==> src/rtl/eipg_pkg.sv <==
// Constants, modes and states of the event interrupt pulse generator.
// Assumes a single 250 MHz core clock; status widths are fixed at eight bits.
package eipg_pkg;

    // ************************************************************
    // Status register layout
    // ************************************************************
    localparam int REG_W   = 8;
    localparam int NUM_REG = 7;
    localparam int NUM_GRP = 6;
    localparam int NUM_REQ = 8;

    // Register indices, groups share the first six
    localparam int IDX_SUP  = 0;
    localparam int IDX_TEMP = 1;
    localparam int IDX_BUS  = 2;
    localparam int IDX_HS   = 3;
    localparam int IDX_BD   = 4;
    localparam int IDX_DEV  = 5;
    localparam int IDX_WAKE = 6;

    // Request vector slots beyond the groups
    localparam int REQ_WAKE  = 6;
    localparam int REQ_BRAKE = 7;

    // Bits kept out of the supply and thermal requests, or picked for device and brake
    localparam logic [REG_W-1:0] SUP_EXCL_MASK   = 8'h0F;  // Power-on, undervoltage, short, overvoltage
    localparam logic [REG_W-1:0] THERM_EXCL_MASK = 8'h02;  // Second shutdown level
    localparam logic [REG_W-1:0] DEV_FAIL_MASK   = 8'h03;  // Serial fail and checksum fail
    localparam logic [REG_W-1:0] BRAKE_OV_MASK   = 8'h38;  // Low-side brake overvoltage bits
    localparam logic [REG_W-1:0] ALL_BITS        = 8'hFF;
    localparam logic [REG_W-1:0] NO_BITS         = 8'h00;

    // ************************************************************
    // Timing
    // ************************************************************
    localparam int CLK_PERIOD_NS  = 4;
    localparam int PULSE_WIDTH_US = 100;
    localparam int PULSE_GAP_US   = 100;
    localparam int REPEAT_MS      = 5;
    localparam int PULSE_CYCLES   = (PULSE_WIDTH_US * 1000) / CLK_PERIOD_NS;
    localparam int GAP_CYCLES     = (PULSE_GAP_US * 1000) / CLK_PERIOD_NS;
    localparam int REPEAT_CYCLES  = (REPEAT_MS * 1000000) / CLK_PERIOD_NS;
    localparam int TMR_W          = 21;

    // ************************************************************
    // Modes and states
    // ************************************************************
    typedef enum logic [2:0] {
        EIPG_MODE_INIT     = 3'h0,
        EIPG_MODE_NORMAL   = 3'h1,
        EIPG_MODE_STOP     = 3'h2,
        EIPG_MODE_SLEEP    = 3'h3,
        EIPG_MODE_RESTART  = 3'h4,
        EIPG_MODE_FAILSAFE = 3'h5
    } eipg_mode_t;

    typedef enum logic [1:0] {
        EIPG_ST_IDLE = 2'h0,
        EIPG_ST_LOW  = 2'h1,
        EIPG_ST_GAP  = 2'h2
    } eipg_state_t;

endpackage

==> src/rtl/eipg_status_latch.sv <==
// One sticky status register with a host-readable snapshot.
// Assumes set events and clear strobes are synchronous one-cycle levels.
`timescale 1ns/1ns
`default_nettype none
module eipg_status_latch #(
    parameter int W = 8
) (
    // Clock and reset
    input  wire logic         clk,
    input  wire logic         rst,
    // Hardware events and host clear
    input  wire logic [W-1:0] set_evt,
    input  wire logic         clr,
    // Snapshot update request
    input  wire logic         snap_load,
    // Latched and readable contents
    output logic      [W-1:0] lat_q,
    output logic      [W-1:0] snap_q
);

    logic [W-1:0] lat_next;
    logic [W-1:0] snap_next;

    // Set wins over clear so an event in the clearing cycle survives
    assign lat_next  = (lat_q & ~{W{clr}}) | set_evt;
    // Snapshot refresh wins; a clear empties the visible copy too
    assign snap_next = snap_load ? lat_q : (clr ? '0 : snap_q);

    // Storage
    always_ff @(posedge clk) begin
        if (rst) begin
            lat_q  <= '0;
            snap_q <= '0;
        end else begin
            lat_q  <= lat_next;
            snap_q <= snap_next;
        end
    end

endmodule
`default_nettype wire

==> src/rtl/eipg_top.sv <==
// Event interrupt pulse generator: active-low pulse output to the host.
// Assumes mode, events and configuration come synchronous to ref_clk.
`timescale 1ns/1ns
`default_nettype none
module eipg_top #(
    parameter int PULSE_CYC  = eipg_pkg::PULSE_CYCLES,
    parameter int GAP_CYC    = eipg_pkg::GAP_CYCLES,
    parameter int REPEAT_CYC = eipg_pkg::REPEAT_CYCLES
) (
    // Clock and reset
    input  wire logic                       ref_clk,
    input  wire logic                       sys_rst,
    // Device operating mode
    input  wire eipg_pkg::eipg_mode_t       mode,
    // Hardware events per status register
    input  wire logic [eipg_pkg::REG_W-1:0] supply_evt,
    input  wire logic [eipg_pkg::REG_W-1:0] thermal_evt,
    input  wire logic [eipg_pkg::REG_W-1:0] bus_evt,
    input  wire logic [eipg_pkg::REG_W-1:0] high_side_evt,
    input  wire logic [eipg_pkg::REG_W-1:0] drain_source_overvoltage_reg_evt,
    input  wire logic [eipg_pkg::REG_W-1:0] device_evt,
    input  wire logic [eipg_pkg::REG_W-1:0] wake_evt,
    // Host clear strobes per status register
    input  wire logic                       supply_clr,
    input  wire logic                       thermal_clr,
    input  wire logic                       bus_clr,
    input  wire logic                       high_side_clr,
    input  wire logic                       drain_source_overvoltage_reg_clr,
    input  wire logic                       device_clr,
    input  wire logic                       wake_clr,
    // Configuration
    input  wire logic [eipg_pkg::NUM_GRP-1:0] irq_mask,
    input  wire logic [eipg_pkg::REG_W-1:0] wake_src_en,
    input  wire logic                       brake_enable,
    input  wire logic                       periodic_irq_enable,
    // Readable status
    output logic      [eipg_pkg::REG_W-1:0] supply_status_reg,
    output logic      [eipg_pkg::REG_W-1:0] thermal_status_reg,
    output logic      [eipg_pkg::REG_W-1:0] bus_status_reg,
    output logic      [eipg_pkg::REG_W-1:0] high_side_fault_reg,
    output logic      [eipg_pkg::REG_W-1:0] drain_source_overvoltage_reg,
    output logic      [eipg_pkg::REG_W-1:0] device_status_reg,
    output logic      [eipg_pkg::REG_W-1:0] wake_event_reg,
    // Interrupt pin and init strap
    input  wire logic                       intn_in,
    output logic                            intn_out,
    output logic                            intn_oe,
    output logic                            sdm_select
);

    // ************************************************************
    // Status registers
    // ************************************************************
    localparam int RW = eipg_pkg::REG_W;
    localparam int TW = eipg_pkg::TMR_W;

    logic [RW-1:0] evt_a  [eipg_pkg::NUM_REG];
    logic          clr_a  [eipg_pkg::NUM_REG];
    logic [RW-1:0] lat_a  [eipg_pkg::NUM_REG];
    logic [RW-1:0] snap_a [eipg_pkg::NUM_REG];
    logic          start;

    // Gather per-register inputs into arrays
    assign evt_a[eipg_pkg::IDX_SUP]  = supply_evt;
    assign evt_a[eipg_pkg::IDX_TEMP] = thermal_evt;
    assign evt_a[eipg_pkg::IDX_BUS]  = bus_evt;
    assign evt_a[eipg_pkg::IDX_HS]   = high_side_evt;
    assign evt_a[eipg_pkg::IDX_BD]   = drain_source_overvoltage_reg_evt;
    assign evt_a[eipg_pkg::IDX_DEV]  = device_evt;
    assign evt_a[eipg_pkg::IDX_WAKE] = wake_evt;
    assign clr_a[eipg_pkg::IDX_SUP]  = supply_clr;
    assign clr_a[eipg_pkg::IDX_TEMP] = thermal_clr;
    assign clr_a[eipg_pkg::IDX_BUS]  = bus_clr;
    assign clr_a[eipg_pkg::IDX_HS]   = high_side_clr;
    assign clr_a[eipg_pkg::IDX_BD]   = drain_source_overvoltage_reg_clr;
    assign clr_a[eipg_pkg::IDX_DEV]  = device_clr;
    assign clr_a[eipg_pkg::IDX_WAKE] = wake_clr;

    // Sticky registers; snapshot refreshed as the pulse falls
    for (genvar i = 0; i < eipg_pkg::NUM_REG; i++) begin : g_reg
        eipg_status_latch #(
            .W(RW)
        ) eipg_status_latch_inst (
            .clk       (ref_clk),
            .rst       (sys_rst),
            .set_evt   (evt_a[i]),
            .clr       (clr_a[i]),
            .snap_load (start),
            .lat_q     (lat_a[i]),
            .snap_q    (snap_a[i])
        );
    end

    // Readable copies
    assign supply_status_reg            = snap_a[eipg_pkg::IDX_SUP];
    assign thermal_status_reg           = snap_a[eipg_pkg::IDX_TEMP];
    assign bus_status_reg               = snap_a[eipg_pkg::IDX_BUS];
    assign high_side_fault_reg          = snap_a[eipg_pkg::IDX_HS];
    assign drain_source_overvoltage_reg = snap_a[eipg_pkg::IDX_BD];
    assign device_status_reg            = snap_a[eipg_pkg::IDX_DEV];
    assign wake_event_reg               = snap_a[eipg_pkg::IDX_WAKE];

    // ************************************************************
    // Request sources
    // ************************************************************
    logic [eipg_pkg::NUM_REQ-1:0] req_vec;
    logic [eipg_pkg::NUM_REQ-1:0] req_en;
    logic [eipg_pkg::NUM_REQ-1:0] req_prev_reg;
    logic                         high_side_group_req;
    logic                         bridge_group_req;
    logic                         wake_req;
    logic                         brake_req;
    logic                         trig;

    // Group ORs; supply and thermal drop their reset-forcing bits
    assign high_side_group_req = |lat_a[eipg_pkg::IDX_HS];
    assign bridge_group_req    = |lat_a[eipg_pkg::IDX_BD];
    assign req_vec[eipg_pkg::IDX_SUP]  = |(lat_a[eipg_pkg::IDX_SUP] & ~eipg_pkg::SUP_EXCL_MASK);
    assign req_vec[eipg_pkg::IDX_TEMP] = |(lat_a[eipg_pkg::IDX_TEMP] & ~eipg_pkg::THERM_EXCL_MASK);
    assign req_vec[eipg_pkg::IDX_BUS]  = |lat_a[eipg_pkg::IDX_BUS];
    assign req_vec[eipg_pkg::IDX_HS]   = high_side_group_req;
    assign req_vec[eipg_pkg::IDX_BD]   = bridge_group_req;
    assign req_vec[eipg_pkg::IDX_DEV]  = |(lat_a[eipg_pkg::IDX_DEV] & eipg_pkg::DEV_FAIL_MASK);

    // Wake path: only configured sources, brake bits only when braking
    assign wake_req  = |(lat_a[eipg_pkg::IDX_WAKE] & wake_src_en);
    assign brake_req = brake_enable & (|(lat_a[eipg_pkg::IDX_BD] & eipg_pkg::BRAKE_OV_MASK));
    assign req_vec[eipg_pkg::REQ_WAKE]  = wake_req;
    assign req_vec[eipg_pkg::REQ_BRAKE] = brake_req;

    // Mask gates groups only; wake path stays live alongside
    assign req_en = {2'h3, irq_mask};
    // A request edge triggers; a request already high does not retrigger
    assign trig   = |(req_vec & ~req_prev_reg & req_en);

    // Edge memory of the requests
    always_ff @(posedge ref_clk) begin
        if (sys_rst) begin
            req_prev_reg <= '0;
        end else begin
            req_prev_reg <= req_vec;
        end
    end

    // ************************************************************
    // Mode tracking
    // ************************************************************
    eipg_pkg::eipg_mode_t mode_prev_reg;
    logic                 allowed;
    logic                 stop_entry;
    logic                 sdm_select_reg;
    logic                 sdm_select_next;

    // Pulses only in normal and stop; no path here ever drives mode
    assign allowed    = (mode == eipg_pkg::EIPG_MODE_NORMAL) ||
                        (mode == eipg_pkg::EIPG_MODE_STOP);
    assign stop_entry = (mode == eipg_pkg::EIPG_MODE_STOP) &&
                        (mode_prev_reg != eipg_pkg::EIPG_MODE_STOP) &&
                        ((|lat_a[eipg_pkg::IDX_WAKE]) ||
                         (|(lat_a[eipg_pkg::IDX_BD] & eipg_pkg::BRAKE_OV_MASK)));
    // Strap level follows the pin throughout init, then holds
    assign sdm_select_next = (mode == eipg_pkg::EIPG_MODE_INIT) ? intn_in : sdm_select_reg;

    // Previous mode and development-mode strap
    always_ff @(posedge ref_clk) begin
        if (sys_rst) begin
            mode_prev_reg  <= eipg_pkg::EIPG_MODE_INIT;
            sdm_select_reg <= 1'b0;
        end else begin
            mode_prev_reg  <= mode;
            sdm_select_reg <= sdm_select_next;
        end
    end

    assign sdm_select = sdm_select_reg;

    // ************************************************************
    // Periodic repeat timer
    // ************************************************************
    logic          rep_run;
    logic          rep_due;
    logic [TW-1:0] rep_cnt_reg;
    logic [TW-1:0] rep_cnt_next;

    // Runs from each pulse start while serial or checksum fail stays set
    assign rep_run      = allowed && periodic_irq_enable &&
                          req_vec[eipg_pkg::IDX_DEV] && irq_mask[eipg_pkg::IDX_DEV];
    assign rep_due      = rep_run && (rep_cnt_reg == TW'(REPEAT_CYC - 1));
    assign rep_cnt_next = (!rep_run || start) ? '0 : rep_cnt_reg + TW'(1);

    // Repeat counter
    always_ff @(posedge ref_clk) begin
        if (sys_rst) begin
            rep_cnt_reg <= '0;
        end else begin
            rep_cnt_reg <= rep_cnt_next;
        end
    end

    // ************************************************************
    // Pulse sequencer
    // ************************************************************
    eipg_pkg::eipg_state_t state_reg;
    eipg_pkg::eipg_state_t state_next;
    logic [TW-1:0]         tmr_reg;
    logic [TW-1:0]         tmr_next;
    logic                  pending_reg;
    logic                  pending_next;
    logic                  set_req;
    logic                  intn_out_reg;
    logic                  low_done;
    logic                  gap_done;

    assign set_req  = trig || stop_entry || rep_due;
    assign start    = allowed && (state_reg == eipg_pkg::EIPG_ST_IDLE) && (pending_reg || set_req);
    assign low_done = (tmr_reg == TW'(PULSE_CYC - 1));
    assign gap_done = (tmr_reg == TW'(GAP_CYC - 1));
    // Requests during the low phase fold into the running pulse
    assign pending_next = (!allowed || start || (state_reg == eipg_pkg::EIPG_ST_LOW)) ?
                          1'b0 : (pending_reg || set_req);

    // Next state; a mode drop mid-pulse still serves the gap
    always_comb begin
        state_next = state_reg;
        tmr_next   = tmr_reg + TW'(1);
        case (state_reg)
            eipg_pkg::EIPG_ST_IDLE: begin
                tmr_next = '0;
                if (start) begin
                    state_next = eipg_pkg::EIPG_ST_LOW;
                end
            end
            eipg_pkg::EIPG_ST_LOW: begin
                if (low_done || !allowed) begin
                    state_next = eipg_pkg::EIPG_ST_GAP;
                    tmr_next   = '0;
                end
            end
            eipg_pkg::EIPG_ST_GAP: begin
                if (gap_done) begin
                    state_next = eipg_pkg::EIPG_ST_IDLE;
                    tmr_next   = '0;
                end
            end
            default: begin
                state_next = eipg_pkg::EIPG_ST_IDLE;
                tmr_next   = '0;
            end
        endcase
    end

    // Sequencer registers; output follows the low phase exactly
    always_ff @(posedge ref_clk) begin
        if (sys_rst) begin
            state_reg    <= eipg_pkg::EIPG_ST_IDLE;
            tmr_reg      <= '0;
            pending_reg  <= 1'b0;
            intn_out_reg <= 1'b1;
        end else begin
            state_reg    <= state_next;
            tmr_reg      <= tmr_next;
            pending_reg  <= pending_next;
            intn_out_reg <= (state_next != eipg_pkg::EIPG_ST_LOW);
        end
    end

    // Push-pull drive, released to input during init
    assign intn_out = intn_out_reg;
    assign intn_oe  = (mode != eipg_pkg::EIPG_MODE_INIT);

    // ************************************************************
    // Checks
    // ************************************************************
    localparam int HR_MAX = (1 << TW) - 1;

    logic [TW-1:0] low_run_reg;
    logic [TW-1:0] high_run_reg;

    // Run lengths of the output levels, high run saturates
    always_ff @(posedge ref_clk) begin
        if (sys_rst) begin
            low_run_reg  <= '0;
            high_run_reg <= TW'(HR_MAX);
        end else begin
            low_run_reg  <= intn_out_reg ? '0 : low_run_reg + TW'(1);
            high_run_reg <= !intn_out_reg ? '0 :
                            ((high_run_reg == TW'(HR_MAX)) ? high_run_reg : high_run_reg + TW'(1));
        end
    end
endmodule
`default_nettype wire

==> config.mk <==
export PLATFORM = sky130hd
export DESIGN_NAME = eipg_top
export DESIGN_NICKNAME = d
export VERILOG_FILES = /design/src/rtl/eipg_pkg.sv /design/src/rtl/eipg_status_latch.sv /design/src/rtl/eipg_top.sv
export SDC_FILE = /design/constraint.sdc
export NUM_CORES = 1
export LEC_CHECK = 0
export BUFFER_PORTS_ARGS = -buffer_cell sky130_fd_sc_hd__clkbuf_2
export CAP_MARGIN = 20
export CORE_ASPECT_RATIO = 1.25
export CORE_MARGIN = 5
export CORE_UTILIZATION = 58
export CTS_CLUSTER_DIAMETER = 80
export DETAILED_ROUTE_END_ITERATION = 10
export GPL_TIMING_DRIVEN = 0
export PLACE_DENSITY = 0.81
export RECOVER_POWER = 50
export SETUP_SLACK_MARGIN = 0.5
export SLEW_MARGIN = 10
export SYNTH_ARGS = -nofsm -noshare
export SYNTH_HDL_FRONTEND = slang
export SYNTH_SLANG_ARGS = --single-unit
export TNS_END_PERCENT = 100
==> constraint.sdc <==
create_clock -name ref_clk -period 5.45 [get_ports ref_clk]
set_input_delay 0.2725 -clock ref_clk [delete_from_list [all_inputs] [get_ports ref_clk]]
set_output_delay 0.2725 -clock ref_clk [all_outputs]
set_load 0.005 [all_outputs]
==> run summary, run 1 <==
RSZ-0062 raised after global routing - no
clock latency on the worst-skew pair - 420 ps
Post-synth top cells - dfxtp_1, nor2_1, a21oi_1
Die ar. - 13800 um^2
Worst Skew - 10.3 ps
Critical path origin - rep_cnt_reg[0]
Critical Path Sink Type - flop
vias per cell - 5.97
Async SR Flop Fraction - 0%
crit start category - flop
GPL Wtd Cong - 0.918
Max-Cap Viols - 0
cells after synthesis - 748
mux share of post-synthesis cell area - 0.150%
power per cell area - 342 nW/um^2
Initial Util - 59.6%
share of cells above drive strength 1 - 18.4%
Final HPWL DP - 13500 um
HP Class - in2reg
library cells used by synthesis - 45
vias in the first global route - 6305
compound-gate portion of the synthesized area - 18.6%
mapped cell area - 6670 um^2
worst hold slack - 52.1 ps
post_cts resized - 0
largest vdd supply drop - 0.198 mV
Area Growth Syn to Fin - 21.4%
register area share after synthesis - 51.0%
syn nets - 839
status - completed
Clock Sinks - 170
count of state elements after synthesis - 170
antenna-violating nets left - 0
core area - 11200 um^2
post-synthesis xor/xnor area fraction - 5.12%
CTS tree - built
CP Class - reg2reg
leak pwr - 3.03 nW
Final min period - 2670 ps
Hold Crit Start - bus_evt[3]
DIE WIDTH - 106 um
post-layout util - 72.4%
most frequent cell after synthesis - dfxtp_1
final max-slew violation count - 0
Crit path required time - 5780 ps
WL/cell - 17.5 um
Mean Syn Cell Area - 8.92 um^2
adder-cell area share of the yosys netlist - 1.13%
DRT iter0 DRCs - 489
Synth top area share - 51.0%
htree depth - 4
DRC errors left - 0
Most used DFF post-synth - dfxtp_1
num rows - 43
GRT overflow - 0
final worst slack - 2780 ps
clk root buf - clkbuf_16
final hold violation count - 0
Setup TNS - 0 ps
NumNets Final - 1001
TritonRoute pass-1 iters - 5
actual slew at the worst max-slew pin - 644 ps
Die H - 130 um
# port buffers - 143
simple-gate share of the synthesized area - 19.7%
CTS Hold Bufs - 0
largest fanout on the critical path - 10
global-route wire length before repair - 29700 um
DP Area - 7550 um^2
ANT cells - 0
num ports - 144
CP arrival - 3010 ps
largest registers - g.eipg_status_latch_inst.lat_q (56), g.eipg_status_latch_inst.snap_q (56)
Post-synth EDFFs - 0
area leader, netlist - dfxtp_1
synthesis warning total - 0
RR Startpoint - rep_cnt_reg[0]
Setup-failing EPs final - 0
CTS Buf Count - 17
antenna violations before repair - 0
pin count of the biggest net entering global routing - 17
CTS max path bufs - 2
GRT Total Usage - 27.0%
number of post-CTS setup repair buffers - 0
Synth area leaders - dfxtp_1, a21oi_1, nor2_1
total number of vias - 6316
Clock transition at path regs - 70 ps
Post-Place Setup Slack - 2910 ps
largest family of logic cells by synthesized area - simple AND/OR/NAND/NOR gates
highest clock rate - 374 MHz
Post-Layout Inst Area - 8100 um^2
Tcrit/Tclk final - 49.1%
Rel. slew slack - 57.1%
Total Wirelength - 18500 um
-- cells in the final DEF (no fill, tap or decap), drive strengths merged, types with 2 or more instances in the layout --
master    count
nand2        19
and3          6
nor4         12
a21oi       119
clkinv        5
nor2        120
xnor2        16
and4          6
xor2         23
o211ai       57
a31oi         2
bufinv        2
a211oi        5
a22oi         4
nor3          6
nor2b         9
o21ai         3
nand4        11
buf          22
dfxtp       170
inv          13
or3           3
nand3        70
clkinvlp      5
clkbuf      190
ha            6
nor4b         2
nand2b        4
and2          2
-- worst max-delay path, stage by stage (launching register included) --
cell and delay (ps):
dfxtp_1 390, ha_1 230, and3_1 170, buf_2 170
nand4_1 150, or4_4 550, nand4_2 160, clkbuf_1 420
nand3_1 150, a21oi_1 190
-- report_power, final --
group | internal (mW) | total [mW] | switching [mW]
clock | 0.690 | 1.19 | 0.497
sequential | 1.29 | 1.33 | 0.0367
combinational | 0.0939 | 0.254 | 0.161
-- logic make-up after synthesis --
group | after synthesis
AND/OR/NAND/NOR | 274
buffers and inverters | 62
adder cells (fa/ha/maj) | 6
AO/OA/AOI/OAI | 196
XOR/XNOR | 39
multiplexers | 1
flip-flops | 170
-- worst paths after layout --
kind	endpoint	slack, ps	depth (start not counted)
max	g_reg[6].eipg_status_latch_inst.snap_q[4]	2780	9
min reg2reg	tmr_reg[0]	450	1
min	g_reg[2].eipg_status_latch_inst.lat_q[3]	50	3
max reg2reg	g_reg[6].eipg_status_latch_inst.snap_q[4]	2780	9
-- per-stage QoR --
step / instances / power (mW)
after CTS: 1058 / 2.78
after global routing: 1058 / 2.86
after floorplan: 748 / 1.50
final: 1058 / 2.77
after detailed placement: 1026 / 1.61
after global placement: 1026 / 1.60
-- metal layers --
metal	track usage, %	up-vias	part of all wire [%]
met5	0	-	0
met4	12.3	0	3.7
met3	5.74	73	5.7
met2	47.6	268	52
met1	31.8	2995	39
li1	-	2980	-
-- area by class of cell --
type	instances	area, um^2
tap	135	169
buffer	50	244
fill	900	3090
timing repair buffer	143	672
multi-input combinational	516	2980
clock inverter	13	146
inverter	12	45.0
sequential	170	3400
clock buffer	19	443
(Power assumes the default switching activity.)
==> inputs of run 2 (changes only) <==
Settings changed: CORE_UTILIZATION 58 to 54, PLACE_DENSITY 0.81 to 0.76.
Clock period 5.45 ns to 2.7 ns, I/O delays scaled along.
==> run summary, run 2 (same netlist as run 1, synthesis figures left out) <==
HP Class - in2reg
Setup-failing EPs final - 0 (unchanged)
highest clock rate - 429 MHz (+15%)
Final HPWL DP - 13600 um (+0.56%)
register area - 3410 um^2 (+0.33%)
Max-Cap Viols - 0 (unchanged)
met3 GRT Util - 6.45% (+0.71 points)
Clock Sinks - 170 (unchanged)
CTS max path bufs - 2 (unchanged)
num rows - 45 (+4.7%)
WL/cell - 17.9 um (+2.3%)
Critical Path Sink Type - flop
CP arrival - 2620 ps (-390 ps)
CTS Buf Count - 17 (unchanged)
most common cell after layout, fill and taps aside - dfxtp_1
Initial Util - 55.1% (-4.5 points)
ANT cells - 0 (unchanged)
clk root buf - clkbuf_16
largest vdd supply drop - 0.379 mV (+91%)
global-route wire length before repair - 32200 um (+8.4%)
area of the multi-input gates - 3170 um^2 (+6.4%)
# port buffers - 143 (unchanged)
RSZ-0062 raised after global routing - yes
Global Route met1 Usage - 31.5% (-0.33 points)
share of cells above drive strength 1 - 22.6% (+4.2 points)
Die H - 134 um (+3.4%)
antenna-violating nets left - 0 (unchanged)
gr busiest metal - met2
Worst Skew - 10.3 ps (+0.0771 ps)
TritonRoute pass-1 iters - 8 (+3)
final max-slew violation count - 0 (unchanged)
DP Area - 7590 um^2 (+0.53%)
htree depth - 4 (unchanged)
DIE WIDTH - 109 um (+3.3%)
CTS tree - built
leak pwr - 3.48 nW (+15%)
final worst slack - 369 ps (-2410 ps)
post-layout util - 76.0% (+3.6 points)
antenna violations before repair - 0 (unchanged)
Post-Place Setup Slack - 180 ps (-2730 ps)
vias in the first global route - 6662 (+5.7%)
Tcrit/Tclk final - 86.3% (+37 points)
Crit path required time - 2990 ps (-2790 ps)
Fillers - 829 (-7.9%)
Die ar. - 14700 um^2 (+6.8%)
Rel. slew slack - 53.7% (-3.4 points)
actual slew at the worst max-slew pin - 695 ps (+50.5 ps)
Post-Layout Inst Area - 9200 um^2 (+14%)
pin count of the biggest net entering global routing - 17 (unchanged)
GPL Wtd Cong - 0.871 (-5.1%)
most frequent cells in the layout - dfxtp_1, nor2_1, a21oi_1
CP Class - reg2reg
Setup TNS - 0 ps (unchanged)
NumNets Final - 1079 (+7.8%)
met2 Use GR - 49.1% (+1.4 points)
clock latency on the worst-skew pair - 420 ps (about the same)
total number of vias - 6760 (+7.0%)
Final min period - 2330 ps (-343 ps)
largest fanout on the critical path - 5 (-5)
num ports - 144 (unchanged)
crit start category - flop
Clock transition at path regs - 60 ps (about the same)
largest registers - g.eipg_status_latch_inst.lat_q (56), g.eipg_status_latch_inst.snap_q (56)
final hold violation count - 0 (unchanged)
power per cell area - 609 nW/um^2 (+78%)
DRT iter0 DRCs - 432 (-12%)
Area Growth Syn to Fin - 37.9%
vias per cell - 5.80 (-2.8%)
core area - 12100 um^2 (+8.2%)
GRT Total Usage - 27.8% (+0.72 points)
GRT overflow - 0 (unchanged)
DRC errors left - 0 (unchanged)
status - completed
Total Wirelength - 20900 um (+13%)
[run 2: cell types whose count changed in the layout (fill, tap and decap cells not counted), sizes merged]
cell and delta:
bufbuf +1, bufinv -2, dlygate4sd3 +58, buf +15
inv +2, clkinvlp -2, clkbuf +4, clkinv +2
[run 2: per-stage QoR]
step	std cells	hold slack [ps]	power, mW
2_1_floorplan	748	252	3.02
3_3_place_gp	1055	340	3.23
3_5_place_dp	1055	350	3.25
4_1_cts	1159	4.46	5.55
5_1_grt	1165	9.69	5.78
6_report	1165	8.65	5.61
[run 2: where the power goes]
part / total [mW] / internal, mW / switching [mW]
clock: 2.23 / 1.21 / 1.03
sequential: 2.69 / 2.61 / 0.0836
combinational: 0.680 / 0.305 / 0.374
[run 2: repair_timing]
item	in CTS	in global routing
cloned	3	3
hold buffers	58	0
pin swaps	84	47
endpoints found under the setup margin	91	97
gates resized for setup	41	29
hold endpoints to repair	58	0
buffers inserted	11	3
[run 2: final cells by class]
| class | count | share of cell area [%] |
|---|---|---|
| Tap cell | 164 | 2.23 |
| Clock inverter | 13 | 1.03 |
| Timing Repair Buffer | 221 | 16.4 |
| Multi-Input combinational cell | 516 | 34.4 |
| Sequential cell | 170 | 37.1 |
| Clock buffer | 19 | 4.81 |
| Inverter | 12 | 0.490 |
| Buffer | 50 | 3.49 |
[run 2: critical path, cell delays in order (launching register included)]
cell and delay (ps):
dfxtp_1 360, nor4b_2 320, nand4_1 140, or4_4 570, and4_4 200, clkbuf_16 170
clkbuf_16 160, o211ai_1 170, a21oi_1 90
[run 2: metal layers]
metal,vias to the layer above,share of wire [%]
li1,3138,-
met1,3211,38
met2,328,51
met3,83,7.0
met4,0,3.7
met5,-,0
[run 2: final timing paths]
| check | end | from | cells after the start | slack, ps |
|---|---|---|---|---|
| setup / recovery | g_reg[4].eipg_status_latch_inst.snap_q[3] | rep_cnt_reg[18] | 8 | 370 |
| hold / removal | mode_prev_reg[2] | mode[2] | 2 | 9 |
| setup reg to reg | g_reg[4].eipg_status_latch_inst.snap_q[3] | rep_cnt_reg[18] | 8 | 370 |
| hold reg to reg | g_reg[0].eipg_status_latch_inst.snap_q[2] | g_reg[0].eipg_status_latch_inst.lat_q[2] | 2 | 470 |
